--- src/inc/ppwa_pkg.sv ---
/*
 * Constants, field layout and carrier types of the parallel port
 * write-address and chip-select holding block.
 * Assumes a 32-bit Avalon-MM register bus with byte addressing.
 */
package ppwa_pkg;

    // Bus geometry
    localparam int unsigned DATA_W    = 32;
    localparam int unsigned BE_W      = DATA_W / 8;
    localparam int unsigned MIN_ADR_W = 4;

    // Register byte offsets
    localparam logic [3:0] OFS_WRITE_TARGET_ADDRESS = 4'h0;
    localparam logic [3:0] OFS_CTRL  = 4'h4;
    localparam logic [3:0] OFS_STAT  = 4'h8;

    // Write address register fields
    localparam int unsigned CHIP_SELECT_TWO_ALT_BIT  = 23;
    localparam int unsigned CHIP_SELECT_ONE_ALT_BIT  = 22;
    localparam int unsigned EXT_MSB   = 21;
    localparam int unsigned EXT_LSB   = 16;
    localparam int unsigned CS2_BIT   = 15;
    localparam int unsigned CS1_BIT   = 14;
    localparam int unsigned LOW_MSB   = 13;
    localparam int unsigned TADDR_W   = 24;

    // Control register fields
    localparam int unsigned CTRL_MODE_LSB = 0;
    localparam int unsigned CTRL_MODE_MSB = 1;
    localparam int unsigned CTRL_EXT_BIT  = 2;
    localparam int unsigned CTRL_DUAL_BIT = 17;

    // Implemented bits and reset values
    localparam logic [31:0] WRITE_TARGET_ADDRESS_MASK = 32'h00FFFFFF;
    localparam logic [31:0] CTRL_MASK  = 32'h00020007;
    localparam logic [31:0] WRITE_TARGET_ADDRESS_RST  = 32'h00000000;
    localparam logic [31:0] CTRL_RST   = 32'h00000000;

    // Chip-select mode field encodings
    typedef enum logic [1:0] {
        CSM_ADDR = 2'b00,
        CSM_ONE  = 2'b01,
        CSM_TWO  = 2'b10,
        CSM_RSVD = 2'b11
    } ppwa_csmode_t;

    // Bus slave states
    typedef enum logic [0:0] {
        BUS_IDLE = 1'b0,
        BUS_ACK  = 1'b1
    } ppwa_bus_t;

    // Control bits that steer the decoder
    typedef struct packed {
        ppwa_csmode_t mode;
        logic         extAddr;
        logic         dual_buffer_enable;
    } ppwa_ctrl_t;

    // Lines presented toward the external peripheral
    typedef struct packed {
        logic [TADDR_W-1:0] targetAddr;
        logic               csTwo;
        logic               csOne;
        logic               csTwoAlt;
        logic               csOneAlt;
        logic               cycleValid;
    } ppwa_pins_t;

    localparam int unsigned PINS_W = $bits(ppwa_pins_t);

endpackage : ppwa_pkg

--- src/core/ppwa_decode.sv ---
/*
 * Combinational decoder: splits the held write address word into
 * target address bits and chip-select lines by the mode field.
 * Assumes the caller registers the result before it leaves the chip.
 */
`timescale 1ns/1ns
module ppwa_decode (
    // Held register contents and the write cycle flag
    input  wire logic [31:0]          write_target_address,
    input  wire ppwa_pkg::ppwa_ctrl_t ctrl,
    input  wire logic                 writeCycle,
    // Decoded lines
    output ppwa_pkg::ppwa_pins_t      pins
);
    import ppwa_pkg::*;

    logic extOn;

    // Upper address bits need both extended and dual buffering
    assign extOn = ctrl.extAddr & ctrl.dual_buffer_enable;

    // Mode decode; everything stays low while dual buffering is off
    always_comb begin
        pins = '0;
        if (ctrl.dual_buffer_enable) begin
            pins.targetAddr[LOW_MSB:0] = write_target_address[LOW_MSB:0];
            pins.cycleValid = writeCycle;
            if (extOn) begin
                pins.targetAddr[EXT_MSB:EXT_LSB] =
                    write_target_address[EXT_MSB:EXT_LSB];
            end
            unique case (ctrl.mode)
                CSM_ADDR: begin
                    pins.targetAddr[CS2_BIT] = write_target_address[CS2_BIT];
                    pins.targetAddr[CS1_BIT] = write_target_address[CS1_BIT];
                    if (extOn) begin
                        pins.targetAddr[CHIP_SELECT_TWO_ALT_BIT] = write_target_address[CHIP_SELECT_TWO_ALT_BIT];
                        pins.targetAddr[CHIP_SELECT_ONE_ALT_BIT] = write_target_address[CHIP_SELECT_ONE_ALT_BIT];
                    end
                end
                CSM_ONE: begin
                    pins.csTwoAlt = write_target_address[CHIP_SELECT_TWO_ALT_BIT];
                    pins.csTwo    = write_target_address[CS2_BIT];
                    pins.targetAddr[CS1_BIT] = write_target_address[CS1_BIT];
                end
                CSM_TWO: begin
                    pins.csTwoAlt = write_target_address[CHIP_SELECT_TWO_ALT_BIT];
                    pins.csOneAlt = write_target_address[CHIP_SELECT_ONE_ALT_BIT];
                    pins.csTwo    = write_target_address[CS2_BIT];
                    pins.csOne    = write_target_address[CS1_BIT];
                end
                CSM_RSVD: begin
                    pins.csTwo = 1'b0; // Reserved: no select, no bits
                end
            endcase
        end
    end

endmodule : ppwa_decode

--- src/core/ppwa_top.sv ---
/*
 * Parallel port write-address and chip-select holding register with
 * its control bits, reached over an Avalon-MM slave with waitrequest.
 * Assumes one clock, a master that holds each request until it sees
 * waitrequest low, and a strobe sequencer on the same clock that
 * raises writeCycle during a port write cycle.
 */
// The Avalon-MM interface to the registers and the placing of the registers were left to the implementer.
// Contract
// - Mode 10: bits 23,22 are selects 2a,1a
// - Mode 01: bit 23 is select 2a
// - Mode 00, ext and dual: bits 23,22 address
// - Bits 21:16 address only with ext and dual
// - Mode 10: bits 15,14 are selects 2,1
// - Mode 01: bit 15 is select 2
// - Mode 00: bit 15 is address bit
// - Mode 00 or 01: bit 14 address
// - Register acts only while dual buffering on
// - Bits 31:24 read zero; reset clears all
`timescale 1ns/1ns
module ppwa_top #(
    parameter int unsigned ADR_W = 4
) (
    // Clock and reset
    input  wire logic                          ref_clk,
    input  wire logic                          rst,
    // Avalon-MM register slave
    input  wire logic [ADR_W-1:0]              avs_address,
    input  wire logic                          avs_read,
    input  wire logic                          avs_write,
    input  wire logic [ppwa_pkg::DATA_W-1:0]   avs_writedata,
    input  wire logic [ppwa_pkg::BE_W-1:0]     avs_byteenable,
    output logic      [ppwa_pkg::DATA_W-1:0]   avs_readdata,
    output logic                               avs_waitrequest,
    // Strobe sequencer side
    input  wire logic                          writeCycle,
    // Lines toward the external peripheral
    output ppwa_pkg::ppwa_pins_t               portPins
);
    import ppwa_pkg::*;

    // Refuse an address bus too narrow for the map
    if (ADR_W < MIN_ADR_W) begin : g_adr_check
        $error("ppwa_top: ADR_W must be at least 4");
    end

    // Byte-enable merge, restricted to implemented bits
    function automatic logic [31:0] mergeBytes(
        input logic [31:0] oldVal,
        input logic [31:0] newVal,
        input logic [3:0]  be,
        input logic [31:0] mask
    );
        logic [31:0] res;
        res = oldVal;
        for (int i = 0; i < 4; i++) begin
            if (be[i]) begin
                res[i*8 +: 8] = newVal[i*8 +: 8];
            end
        end
        return res & mask;
    endfunction : mergeBytes

    // Offset match on the low address bits, all higher address bits zero
    function automatic logic hitOfs(
        input logic [ADR_W-1:0] adr,
        input logic [3:0]       ofs
    );
        return (adr[3:0] == ofs) && (adr[ADR_W-1:2] ==
            {{(ADR_W-2){1'b0}}} + ofs[3:2]);
    endfunction : hitOfs

    ppwa_bus_t            busR;
    ppwa_bus_t            busNxt;
    logic [31:0]          wAddrR;
    logic [31:0]          ctrlR;
    logic [31:0]          rdDataR;
    logic [31:0]          rdDataNxt;
    ppwa_ctrl_t           ctrlBits;
    ppwa_pins_t           pinsNxt;
    ppwa_pins_t           pinsR;
    logic                 request;
    logic                 writeTake;
    logic                 hitWaddr;
    logic                 hitCtrl;
    logic                 hitStat;

    // Request decode
    assign request   = avs_read | avs_write;
    assign hitWaddr  = hitOfs(avs_address, OFS_WRITE_TARGET_ADDRESS);
    assign hitCtrl   = hitOfs(avs_address, OFS_CTRL);
    assign hitStat   = hitOfs(avs_address, OFS_STAT);
    assign writeTake = avs_write & (busR == BUS_ACK);

    // One wait state on every access, then the answer
    assign avs_waitrequest = request & (busR == BUS_IDLE);
    assign avs_readdata    = rdDataR;

    // Bus slave state sequence
    always_comb begin
        busNxt = busR;
        unique case (busR)
            BUS_IDLE: begin
                if (request) begin
                    busNxt = BUS_ACK;
                end
            end
            BUS_ACK: begin
                busNxt = BUS_IDLE;
            end
        endcase
    end

    always_ff @(posedge ref_clk or posedge rst) begin
        if (rst) begin
            busR <= BUS_IDLE;
        end else begin
            busR <= busNxt;
        end
    end

    // Read mux; unmapped offsets read zero
    always_comb begin
        rdDataNxt = '0;
        if (hitWaddr) begin
            rdDataNxt = wAddrR & WRITE_TARGET_ADDRESS_MASK;
        end else if (hitCtrl) begin
            rdDataNxt = ctrlR & CTRL_MASK;
        end else if (hitStat) begin
            rdDataNxt = {{(DATA_W-PINS_W){1'b0}}, pinsR};
        end
    end

    // Read data captured in the wait cycle, stands in the answer
    always_ff @(posedge ref_clk or posedge rst) begin
        if (rst) begin
            rdDataR <= '0;
        end else if (avs_read && busR == BUS_IDLE) begin
            rdDataR <= rdDataNxt;
        end
    end

    // Write address register, cleared at reset
    always_ff @(posedge ref_clk or posedge rst) begin
        if (rst) begin
            wAddrR <= WRITE_TARGET_ADDRESS_RST;
        end else if (writeTake && hitWaddr) begin
            wAddrR <= mergeBytes(wAddrR, avs_writedata,
                                 avs_byteenable, WRITE_TARGET_ADDRESS_MASK);
        end
    end

    // Control register holding mode, extended and dual bits
    always_ff @(posedge ref_clk or posedge rst) begin
        if (rst) begin
            ctrlR <= CTRL_RST;
        end else if (writeTake && hitCtrl) begin
            ctrlR <= mergeBytes(ctrlR, avs_writedata,
                                avs_byteenable, CTRL_MASK);
        end
    end

    // Control fields for the decoder
    assign ctrlBits.mode    =
        ppwa_csmode_t'(ctrlR[CTRL_MODE_MSB:CTRL_MODE_LSB]);
    assign ctrlBits.extAddr = ctrlR[CTRL_EXT_BIT];
    assign ctrlBits.dual_buffer_enable = ctrlR[CTRL_DUAL_BIT];

    // Address and select decode
    ppwa_decode u_decode (
        .write_target_address      (wAddrR),
        .ctrl       (ctrlBits),
        .writeCycle (writeCycle),
        .pins       (pinsNxt)
    );

    // Registered lines toward the peripheral
    always_ff @(posedge ref_clk or posedge rst) begin
        if (rst) begin
            pinsR <= '0;
        end else begin
            pinsR <= pinsNxt;
        end
    end

    assign portPins = pinsR;

    // Mode 10 drives both alternate selects from bits 23 and 22
    AST_ALT_SELECTS: assert property (
        @(posedge ref_clk) disable iff (rst)
        (ctrlBits.dual_buffer_enable && ctrlBits.mode == CSM_TWO)
        |=> (pinsR.csTwoAlt == $past(wAddrR[CHIP_SELECT_TWO_ALT_BIT]))
            && (pinsR.csOneAlt == $past(wAddrR[CHIP_SELECT_ONE_ALT_BIT]))
            && (pinsR.targetAddr[CHIP_SELECT_TWO_ALT_BIT:CHIP_SELECT_ONE_ALT_BIT] == 2'h0)
    ) else $error("mode 10 alternate selects wrong");

    // Mode 01 drives select 2a only, bit 22 unused
    AST_ONE_ALT: assert property (
        @(posedge ref_clk) disable iff (rst)
        (ctrlBits.dual_buffer_enable && ctrlBits.mode == CSM_ONE)
        |=> (pinsR.csTwoAlt == $past(wAddrR[CHIP_SELECT_TWO_ALT_BIT]))
            && !pinsR.csOneAlt
    ) else $error("mode 01 select 2a wrong");

    // Mode 00 with extended addressing gives address bits 23:22
    AST_HIGH_ADDR: assert property (
        @(posedge ref_clk) disable iff (rst)
        (ctrlBits.dual_buffer_enable && ctrlBits.extAddr
            && ctrlBits.mode == CSM_ADDR)
        |=> (pinsR.targetAddr[CHIP_SELECT_TWO_ALT_BIT:CHIP_SELECT_ONE_ALT_BIT]
                == $past(wAddrR[CHIP_SELECT_TWO_ALT_BIT:CHIP_SELECT_ONE_ALT_BIT]))
            && !pinsR.csTwoAlt && !pinsR.csOneAlt
    ) else $error("mode 00 address bits 23:22 wrong");

    // Bits 21:16 follow only with both enables, else held low
    AST_EXT_ADDR: assert property (
        @(posedge ref_clk) disable iff (rst)
        1'b1 |=> (pinsR.targetAddr[EXT_MSB:EXT_LSB] ==
            (($past(ctrlBits.extAddr) && $past(ctrlBits.dual_buffer_enable))
                ? $past(wAddrR[EXT_MSB:EXT_LSB]) : 6'h00))
    ) else $error("extended address bits wrong");

    // Mode 10 drives selects 2 and 1 from bits 15 and 14
    AST_MAIN_SELECTS: assert property (
        @(posedge ref_clk) disable iff (rst)
        (ctrlBits.dual_buffer_enable && ctrlBits.mode == CSM_TWO)
        |=> (pinsR.csTwo == $past(wAddrR[CS2_BIT]))
            && (pinsR.csOne == $past(wAddrR[CS1_BIT]))
            && (pinsR.targetAddr[CS2_BIT:CS1_BIT] == 2'h0)
    ) else $error("mode 10 selects wrong");

    // Mode 01 drives select 2 from bit 15
    AST_ONE_SELECT: assert property (
        @(posedge ref_clk) disable iff (rst)
        (ctrlBits.dual_buffer_enable && ctrlBits.mode == CSM_ONE)
        |=> (pinsR.csTwo == $past(wAddrR[CS2_BIT]))
            && !pinsR.csOne && !pinsR.targetAddr[CS2_BIT]
    ) else $error("mode 01 select 2 wrong");

    // Mode 00 presents bit 15 as address, no select
    AST_BIT15_ADDR: assert property (
        @(posedge ref_clk) disable iff (rst)
        (ctrlBits.dual_buffer_enable && ctrlBits.mode == CSM_ADDR)
        |=> (pinsR.targetAddr[CS2_BIT] == $past(wAddrR[CS2_BIT]))
            && !pinsR.csTwo
    ) else $error("mode 00 bit 15 wrong");

    // Modes 00 and 01 present bit 14 as address
    AST_BIT14_ADDR: assert property (
        @(posedge ref_clk) disable iff (rst)
        (ctrlBits.dual_buffer_enable && (ctrlBits.mode == CSM_ADDR
            || ctrlBits.mode == CSM_ONE))
        |=> (pinsR.targetAddr[CS1_BIT] == $past(wAddrR[CS1_BIT]))
            && !pinsR.csOne
    ) else $error("bit 14 address wrong");

    // Dual buffering off leaves every line low
    AST_DUAL_GATE: assert property (
        @(posedge ref_clk) disable iff (rst)
        !ctrlBits.dual_buffer_enable |=> (pinsR == '0)
    ) else $error("lines active without dual buffering");

    // Upper byte of the write address reads zero in the answer
    AST_UPPER_ZERO: assert property (
        @(posedge ref_clk) disable iff (rst)
        (avs_read && !avs_waitrequest && hitWaddr)
        |-> (avs_readdata[31:24] == 8'h00)
    ) else $error("upper byte read not zero");

    // Registers read zero one edge into any reset
    AST_RESET_CLEAR: assert property (
        @(posedge ref_clk)
        rst |=> (wAddrR == WRITE_TARGET_ADDRESS_RST) && (ctrlR == CTRL_RST)
    ) else $error("register not cleared by reset");

    // Low bits and the write cycle flag follow in every mode while dual buffering is on
    AST_LOW_ADDR: assert property (
        @(posedge ref_clk) disable iff (rst)
        ctrlBits.dual_buffer_enable |=>
            (pinsR.targetAddr[LOW_MSB:0] == $past(wAddrR[LOW_MSB:0]))
            && (pinsR.cycleValid == $past(writeCycle))
    ) else $error("low address bits wrong");

    // Every newly raised request answered after exactly one wait state
    AST_BUS_ANSWER: assert property (
        @(posedge ref_clk) disable iff (rst)
        ($rose(request) && busR == BUS_IDLE)
        |-> avs_waitrequest ##1 !avs_waitrequest
    ) else $error("bus answer not after one wait state");

endmodule : ppwa_top

--- config.mk ---
export PLATFORM = sky130hd
export DESIGN_NAME = ppwa_top
export DESIGN_NICKNAME = d
export VERILOG_FILES = /design/src/inc/ppwa_pkg.sv /design/src/core/ppwa_decode.sv /design/src/core/ppwa_top.sv
export SDC_FILE = /design/constraint.sdc
export NUM_CORES = 1
export LEC_CHECK = 0
export BUFFER_PORTS_ARGS = -buffer_cell sky130_fd_sc_hd__buf_4
export CAP_MARGIN = 20
export CORE_ASPECT_RATIO = 1.1
export CORE_MARGIN = 2
export CORE_UTILIZATION = 54
export DETAILED_ROUTE_END_ITERATION = 8
export PLACE_DENSITY_LB_ADDON = 0.3
export SYNTH_ARGS = -nofsm -noshare
export SYNTH_HDL_FRONTEND = slang
export SYNTH_SLANG_ARGS = --single-unit
--- constraint.sdc ---
create_clock -name ref_clk -period 8.2 [get_ports ref_clk]
set_clock_uncertainty 0.2 [all_clocks]
set_input_delay 2.46 -clock ref_clk [delete_from_list [all_inputs] [get_ports ref_clk]]
set_output_delay 2.46 -clock ref_clk [all_outputs]
set_load 0.1 [all_outputs]
==> impl_metrics.py, run 1 <==
metrics = {
    "clocking": {
        "cts-root-buf": "clkbuf_8",
        "clk_latency_ns": 0.34,
        "cts_hold_buf": 0,
        "clock_path_buffers": 2,
        "numCtsBuffers": 9,
        "cts-resized-gates": 0,
        "cts.clk_slew.worst_paths_ns": 0.08,
        "cts_setup_buffers": 0,
        "cts_tree": "yes",
        "clkSinkCount": 87,
        "cts_max_level": 3,
    },
    "cells_and_area": {
        "fillers": 446,
        "layout_commonest_cell": "buf_4",
        "synthToLayoutAreaGrowth_pct": 29.8,
        "nets": 393,
        "final_cell_mix": "96 x buf_4, 87 x dfrtp_1, 30 x and2_1",
        "final_util_pct": 72.6,
        "fin_area_um2": 4470,
        "diodes": 0,
        "drive_gt1_share_pct": 47.7,
    },
    "sta": {
        "period_needed_ns": 5.67,
        "rsz0062_at_grt": "false",
        "tns_ns": 0,
        "maxSlewViolCount": 0,
        "finalHoldViolations": 0,
        "fmax_ghz": 0.176,
        "tightest_slew_ns": 0.893,
        "setup_ws_ns": 2.53,
        "fin_crit_sh_pct": 69.2,
        "setup_violations": 0,
        "relSlewSlack_pct": 40.5,
    },
    "logic_synthesis": {
        "synthFlopType": "dfrtp_1",
        "avgSynthCellArea_um2": 13.8,
        "post_synth_num_cell_types": 27,
        "syn_inst": 249,
        "yosysWarnings": 0,
        "synth-edff-count": 0,
        "syn_area_um2": 3440,
        "ys_async_sr_fraction_pct": 100,
        "ys_ff_latch": 87,
        "ys_seq_area_share_pct": 63.3,
    },
    "setup_path": {
        "crit_path_end_kind": "output pin",
        "rr_endpoint": "avs_readdata[22]",
        "max_stage_delay_ns": 0.31,
        "crit_chain": "buf_4 -> nor2_1 -> nor2_1 -> buf_4",
        "slowest_stage": "buf_4",
        "crit_fanout": 3,
        "path_class": "primary input to output pin",
        "rr_worst_depth": 4,
        "cp.arrival_ns": 3.01,
        "worstPathRequired_ns": 5.54,
        "critPathLaunchType": "primary input",
        "rrSetupSlack_ns": 6.09,
        "r2r_start": "busR",
    },
    "place": {
        "place_ws_ns": 2.52,
        "placed_cell_area_um2": 4190,
        "gp_routability_congestion": 0.812,
        "dp_hpwl_um": 4960,
        "place.port_buffers": 94,
    },
    "global_routing": {
        "antenna_found_initial": 0,
        "grt_usage_pct": 23.3,
        "grt_pass1_wl_um": 12200,
        "globalRouteOverflowTotal": 0,
        "grt_pass1_vias": 2341,
        "grt_start_max_net_pins": 88,
    },
    "hold_path": {
        "hold_end": "busR",
        "hold_start": "busR",
        "whs_path_depth": 1,
        "hp-class": "flip-flop to flip-flop",
    },
    "power": {
        "power_frac_clock_pct": 34.6,
        "power_leakage_uw": 0.00237,
        "p_sw_uw": 268,
        "intPower_uw": 681,
        "p_per_area_nw_per_um2": 212,
        "seqPwrFrac_pct": 50.7,
        "ir_drop_v": 0.000138,
        "p_sw_share_pct": 28.2,
        "power_frac_comb_pct": 14.7,
    },
    "drt": {
        "drt-initial-drc-count": 137,
        "routed-via-count": 2346,
        "via_per_inst": 5.46,
        "met1_length_um": 3430,
        "drtPass1Iterations": 4,
        "routed_wl_um": 7640,
        "highest_layer": "met4",
        "ant_nets": 0,
        "drc": 0,
        "dr_wl_met3_um": 423,
        "drt-wirelength-per-cell_um": 17.8,
        "dr_wl_met2_um": 3660,
    },
    "outcome": {
        "status": "complete, no violations",
    },
    "floorplan": {
        "die-height_um": 87.7,
        "rows": 30,
        "core-area_um2": 6160,
        "start_util_pct": 55.9,
        "dieArea_um2": 7030,
        "ios": 107,
        "die_w_um": 80.1,
    },
    "flow_run": {
        "maxCapViolations": 0,
    },
}
## power by group through the flow
| stage | Combinational (uW) | Sequential [uW] | Clock, uW |
|---|---|---|---|
| finish | 140 | 481 | 328 |
| global route | 149 | 485 | 352 |
| CTS | 138 | 481 | 331 |
| detailed placement | 137 | 489 | 0 |
| global placement | 134 | 488 | 0 |
| floorplan | 57.9 | 524 | 0 |
## flip-flops by register name, indices dropped and copies added (netlist names)
register      flops
avs_readdata     29
busR              1
wAddrR           24
ctrlR             4
portPins         29
## cell families after synthesis
family | share of synthesized area, %
AO/OA/AOI/OAI | 10.4
adder cells (fa/ha/maj) | 1.09
buffers and inverters | 3.13
flip-flops | 63.3
multiplexers | 9.16
other | 0.109
AND/OR/NAND/NOR | 12.8
## final cells by class
cell class / count / area, um^2 / share of cell area (%)
flip-flops and latches: 87 / 2180 / 48.7
multi-input cells: 143 / 1170 / 26.2
repair buffers: 99 / 778 / 17.4
clock buffers: 11 / 141 / 3.17
well taps: 80 / 100 / 2.24
clock inverters: 5 / 81.3 / 1.82
inverters: 5 / 20.0 / 0.448
## cell usage after synthesis, types with 2 or more instances
master / instances / area, um^2
a221o_2: 20 / 225
a22o_1: 5 / 43.8
a32o_1: 4 / 40.0
and2_0: 5 / 31.3
and2_1: 30 / 188
and3_1: 12 / 75.1
and4_1: 2 / 17.5
buf_2: 2 / 10.0
buf_4: 3 / 22.5
buf_6: 2 / 22.5
clkbuf_1: 9 / 33.8
dfrtp_1: 87 / 2180
ha_1: 3 / 37.5
inv_1: 5 / 18.8
mux2_2: 28 / 315
nand2_1: 4 / 15.0
nand3_1: 4 / 20.0
nor2_1: 7 / 26.3
nor3_1: 2 / 10.0
o21ai_0: 8 / 40.0
## stage by stage
step / instances / hold slack (ns) / power, uW
final: 430 / 0.295 / 949
after global routing: 430 / 0.328 / 986
after CTS: 427 / 0.293 / 950
after detailed placement: 411 / 0.272 / 627
after global placement: 411 / 0.267 / 622
after floorplan: 251 / 0.275 / 582
## metal layers
metal / GRT usage, % / up-vias
li1: - / 1084
met1: 32.3 / 1165
met2: 36.4 / 84
met3: 4.95 / 13
met4: 9.24 / 0
met5: 0 / -
## critical path, delay by kind of cell
family | cells | cell delay [ns]
simple gates | 2 | 0.15
buf+inv | 2 | 0.40
## worst max path at each step
stage	from	endpoint	cells after the start	slack, ns
after floorplan	avs_read	avs_waitrequest	2	1.77
final	avs_read	avs_waitrequest	4	2.53
after global routing	avs_read	avs_waitrequest	4	2.50
after global placement	avs_read	avs_waitrequest	4	2.54
after detailed placement	avs_read	avs_waitrequest	4	2.52
after CTS	avs_read	avs_waitrequest	4	2.53
No activity file was read; power rests on OpenSTA's default activity.
==> inputs of run 2 (changes only) <==
--- a/config.mk
+++ b/config.mk
@@ -9,7 +9,7 @@
 export CAP_MARGIN = 20
 export CORE_ASPECT_RATIO = 1.1
 export CORE_MARGIN = 2
-export CORE_UTILIZATION = 54
+export CORE_UTILIZATION = 51
 export DETAILED_ROUTE_END_ITERATION = 8
 export PLACE_DENSITY_LB_ADDON = 0.3
 export SYNTH_ARGS = -nofsm -noshare
==> constraint.sdc (replaced) <==
create_clock -name ref_clk -period 5.55 [get_ports ref_clk]
set_clock_uncertainty 0.2 [all_clocks]
set_input_delay 1.665 -clock ref_clk [delete_from_list [all_inputs] [get_ports ref_clk]]
set_output_delay 1.665 -clock ref_clk [all_outputs]
set_load 0.1 [all_outputs]
==> run 2 against run 1 <==
Utilization is 5.0 points lower. Die area is 5.6% higher. Combinational power is 46% higher. Via count is 1.1% lower. Wire length barely moved. Global-route usage fell by 1.3 points. Critical path depth unchanged. Non-clock buffer count decreased by 1. Cell area is 0.92% lower. Cell count unchanged. Count of clock-buffer cells in the layout unchanged. Sequential share of layout area increased by 0.45 points. Largest power group unchanged.
==> impl_metrics.py, run 2 (synthesis gave the netlist of run 1 again) <==
metrics = {
    "clocking": {
        "cts-root-buf": "clkbuf_8",
        "clkSinkCount": 87,
        "numCtsBuffers": 9,
        "cts-resized-gates": 0,
        "cts.clk_slew.worst_paths_ns": 0.08,
        "cts_tree": "yes",
        "cts_max_level": 3,
        "cts_hold_buf": 0,
        "clk_latency_ns": 0.34,
        "cts_setup_buffers": 0,
        "clock_path_buffers": 2,
    },
    "outcome": {
        "status": "complete, no violations",
    },
    "setup_path": {
        "r2r_start": "busR",
        "critPathLaunchType": "primary input",
        "slowest_stage": "buf_4",
        "rr_endpoint": "avs_readdata[19]",
        "max_stage_delay_ns": 0.31,
        "rr_worst_depth": 4,
        "crit_buf_inv": 2,
        "path_class": "primary input to output pin",
        "crit_fanout": 3,
        "crit_chain": "buf_4 -> nor2_1 -> nor2_1 -> buf_4",
        "rrSetupSlack_ns": 3.36,
        "worstPathRequired_ns": 3.69,
        "crit_path_end_kind": "output pin",
        "crit_family": "buffers and inverters",
        "cp.arrival_ns": 2.21,
    },
    "hold_path": {
        "whs_path_depth": 1,
        "hold_end": "busR",
        "hp-class": "flip-flop to flip-flop",
        "hold_start": "busR",
    },
    "drt": {
        "drtPass1Iterations": 4,
        "drt-initial-drc-count": 155,
        "drt-wirelength-per-cell_um": 17.8,
        "via_per_inst": 5.40,
        "routed-via-count": 2321,
        "drc": 0,
        "routed_wl_um": 7640,
        "ant_nets": 0,
    },
    "sta": {
        "finalHoldViolations": 0,
        "tightest_slew_ns": 0.922,
        "tns_ns": 0,
        "fin_crit_sh_pct": 73.4,
        "period_needed_ns": 4.08,
        "setup_violations": 0,
        "maxSlewViolCount": 0,
        "relSlewSlack_pct": 38.4,
        "rsz0062_at_grt": "false",
        "hold_ws_ns": 0.293,
        "fmax_ghz": 0.245,
    },
    "global_routing": {
        "grt_start_max_net_pins": 56,
        "grt_pass1_wl_um": 12200,
        "antenna_found_initial": 0,
        "grt_util_met1_pct": 29.5,
        "grt_pass1_vias": 2375,
        "globalRouteOverflowTotal": 0,
        "use_met3_pct": 5.42,
        "grt_usage_pct": 22.0,
        "use_met2_pct": 34.9,
        "top_usage_layer": "met2",
    },
    "cells_and_area": {
        "drive_gt1_share_pct": 47.7,
        "synthToLayoutAreaGrowth_pct": 28.6,
        "final_cells": 430,
        "fin_area_um2": 4430,
        "final_cell_mix": "96 x buf_4, 87 x dfrtp_1, 30 x and2_1",
        "layout_commonest_cell": "buf_4",
        "diodes": 0,
        "nets": 392,
        "final_util_pct": 67.5,
    },
    "floorplan": {
        "start_util_pct": 52.5,
        "ios": 107,
        "dieArea_um2": 7420,
        "core-area_um2": 6560,
        "rows": 31,
        "die_w_um": 82.3,
        "die-height_um": 90.1,
    },
    "place": {
        "dp_hpwl_um": 5180,
        "placed_cell_area_um2": 4190,
        "place.port_buffers": 94,
        "dp.cells": 413,
        "gp_routability_congestion": 0.859,
    },
    "power": {
        "power_leakage_uw": 0.00234,
        "p_per_area_nw_per_um2": 307,
        "ir_drop_v": 0.000202,
    },
    "flow_run": {
        "maxCapViolations": 0,
    },
}
-- run 2: cell types whose count changed in the layout (fill, tap and decap cells not counted), sizes merged --
| cell | delta |
|---|---|
| bufinv | -1 |
| buf | -1 |
-- run 2: area by class of cell --
class | count | area (um^2)
fill | 514 | 2130
tap | 82 | 103
clock buffer | 11 | 151
inverter | 5 | 20.0
multi-input combinational | 143 | 1170
timing repair buffer | 98 | 751
sequential | 87 | 2180
clock inverter | 4 | 55.1
-- run 2: worst max path at each step --
| stage | start | cells past startpoint | slack, ns | end |
|---|---|---|---|---|
| 2_1_floorplan | avs_read | 2 | 0.71 | avs_waitrequest |
| 3_3_place_gp | avs_read | 4 | 1.48 | avs_waitrequest |
| 3_5_place_dp | avs_read | 4 | 1.46 | avs_waitrequest |
| 4_1_cts | avs_read | 4 | 1.47 | avs_waitrequest |
| 5_1_grt | avs_read | 4 | 1.44 | avs_waitrequest |
| 6_report | avs_read | 4 | 1.47 | avs_waitrequest |
-- run 2: through the flow --
step	worst slack, ns	power [uW]
after global placement	1.48	920
final	1.47	1360
after CTS	1.47	1370
after floorplan	0.708	859
after detailed placement	1.46	926
after global routing	1.44	1420
-- run 2: layer usage --
layer	up-vias	part of all wire (%)
met4	0	1.2
met1	1167	42
met5	-	0
met3	8	6.2
li1	1073	-
met2	73	51
-- run 2: report_power, final --
group	internal (uW)	total, uW	switching, uW	leakage (uW)
Sequential	672	710	38.5	0.00119
Clock	232	447	215	0.000102
Combinational	66.6	204	137	0.00105
==> inputs of run 3 (changes only) <==
--- a/config.mk
+++ b/config.mk
@@ -9,7 +9,7 @@
 export CAP_MARGIN = 20
 export CORE_ASPECT_RATIO = 1.1
 export CORE_MARGIN = 2
-export CORE_UTILIZATION = 51
+export CORE_UTILIZATION = 46
 export DETAILED_ROUTE_END_ITERATION = 8
 export PLACE_DENSITY_LB_ADDON = 0.3
 export SYNTH_ARGS = -nofsm -noshare
==> constraint.sdc (replaced) <==
create_clock -name ref_clk -period 3.3 [get_ports ref_clk]
set_clock_uncertainty 0.2 [all_clocks]
set_input_delay 0.99 -clock ref_clk [delete_from_list [all_inputs] [get_ports ref_clk]]
set_output_delay 0.99 -clock ref_clk [all_outputs]
set_load 0.1 [all_outputs]
==> run 3 against run 2 <==
Cell count rose by 1.6%. Power grew 73%. Sequential cell count did not move. Combinational power is 69% higher. Hold slack improved by 0.0080 ns. Critical path depth unchanged. Register-to-register slack lost 2.0 ns. Largest power group unchanged. Highest routed layer unchanged. Global-route usage is 1.7 points lower. First-iteration DRC count shrank 7.1%.
==> impl_metrics.py, run 3 (synthesis gave the netlist of run 1 again) <==
metrics = {
    "outcome": {
        "status": "complete, no violations",
    },
    "sta": {
        "finalHoldViolations": 0,
        "tightest_slew_ns": 0.868,
        "maxSlewViolCount": 0,
        "period_needed_ns": 2.70,
        "rsz0062_at_grt": "false",
        "fin_crit_sh_pct": 81.9,
        "fmax_ghz": 0.370,
        "tns_ns": 0,
        "setup_violations": 0,
        "hold_ws_ns": 0.301,
        "relSlewSlack_pct": 42.1,
    },
    "clocking": {
        "cts_hold_buf": 0,
        "cts-resized-gates": 0,
        "cts-root-buf": "clkbuf_8",
        "cts.clk_slew.worst_paths_ns": 0.08,
        "clock_path_buffers": 2,
        "cts_max_level": 3,
        "clkSinkCount": 87,
        "clk_latency_ns": 0.34,
        "numCtsBuffers": 9,
        "cts_tree": "yes",
        "cts_setup_buffers": 0,
    },
    "setup_path": {
        "critPathLaunchType": "primary input",
        "worstPathRequired_ns": 2.11,
        "crit_fanout": 3,
        "slowest_stage": "buf_4",
        "path_class": "primary input to output pin",
        "max_stage_delay_ns": 0.29,
        "cp.arrival_ns": 1.51,
        "path_common_cell": "buf_4",
        "crit_chain": "buf_4 -> nor2_1 -> nor2_2 -> buf_4",
        "crit_path_end_kind": "output pin",
    },
    "power": {
        "seqPwrFrac_pct": 50.9,
        "intPower_uw": 1690,
        "p_sw_uw": 663,
        "power_frac_comb_pct": 14.7,
        "ir_drop_v": 0.000292,
        "power_frac_clock_pct": 34.5,
        "p_sw_share_pct": 28.2,
        "p_per_area_nw_per_um2": 528,
        "power_leakage_uw": 0.00235,
    },
    "cells_and_area": {
        "drive_gt1_share_pct": 48.0,
        "fin_area_um2": 4460,
        "layout_commonest_cell": "buf_4",
        "nets": 393,
        "synthToLayoutAreaGrowth_pct": 29.6,
        "diodes": 0,
        "final_util_pct": 60.7,
        "final_cell_mix": "98 x buf_4, 87 x dfrtp_1, 30 x and2_1",
    },
    "place": {
        "place.port_buffers": 94,
        "dp_hpwl_um": 5280,
        "placed_cell_area_um2": 4240,
        "gp_routability_congestion": 0.817,
    },
    "drt": {
        "routed-via-count": 2385,
        "via_per_inst": 5.46,
        "drt-initial-drc-count": 144,
        "drt-wirelength-per-cell_um": 18.0,
        "routed_wl_um": 7890,
        "drc": 0,
        "ant_nets": 0,
        "drtPass1Iterations": 4,
    },
    "floorplan": {
        "rows": 33,
        "ios": 107,
        "die-height_um": 94.7,
        "start_util_pct": 46.8,
        "die_w_um": 86.5,
        "dieArea_um2": 8190,
        "core-area_um2": 7350,
    },
    "global_routing": {
        "globalRouteOverflowTotal": 0,
        "antenna_found_initial": 0,
        "grt_start_max_net_pins": 49,
        "grt_usage_pct": 20.3,
        "grt_pass1_vias": 2423,
        "grt_pass1_wl_um": 12500,
    },
    "flow_run": {
        "maxCapViolations": 0,
    },
    "hold_path": {
        "hp-class": "flip-flop to flip-flop",
    },
}
-- run 3: per-layer routing --
layer,share of wire (%),global-route usage [%]
met5,0,0
met3,6.7,5.42
met2,47,30.8
met4,1.5,6.25
met1,44,28.6
-- run 3: power by group through the flow --
| stage | clock network (uW) | registers [uW] | logic (uW) |
|---|---|---|---|
| floorplan | 0 | 1300 | 145 |
| global placement | 0 | 1210 | 340 |
| detailed placement | 0 | 1220 | 348 |
| CTS | 829 | 1200 | 349 |
| global route | 884 | 1210 | 368 |
| finish | 811 | 1200 | 345 |
-- run 3: cell type report --
class | count | area (um^2)
repair buffers | 99 | 756
multi-input cells | 143 | 1170
clock inverters | 5 | 81.3
well taps | 87 | 109
flip-flops and latches | 87 | 2180
clock buffers | 11 | 141
fillers | 616 | 2890
inverters | 5 | 22.5
-- run 3: through the flow --
step / total power, uW / std cells / worst slack (ns)
global placement: 1550 / 421 / 0.606
detailed placement: 1560 / 421 / 0.580
CTS: 2370 / 437 / 0.591
global route: 2460 / 437 / 0.566
floorplan: 1450 / 251 / 0.295
finish: 2350 / 437 / 0.598
-- run 3: worst paths after layout --
kind / end / slack [ns] / cells past startpoint / start
setup / recovery: avs_waitrequest / 0.60 / 4 / avs_read
hold / removal: avs_readdata[0] / 0.30 / 1 / avs_readdata[0]
setup reg to reg: avs_readdata[21] / 1.32 / 4 / busR
hold reg to reg: avs_readdata[0] / 0.30 / 1 / avs_readdata[0]
max in group asynchronous: avs_readdata[10] / 1.82 / 3 / rst
min in group asynchronous: avs_readdata[18] / 0.47 / 2 / rst
-- run 3: worst max-delay path: cells and delay by family --
kind                   cells  cell delay [ns]
buffers and inverters      2             0.38
AND/OR/NAND/NOR            2             0.14
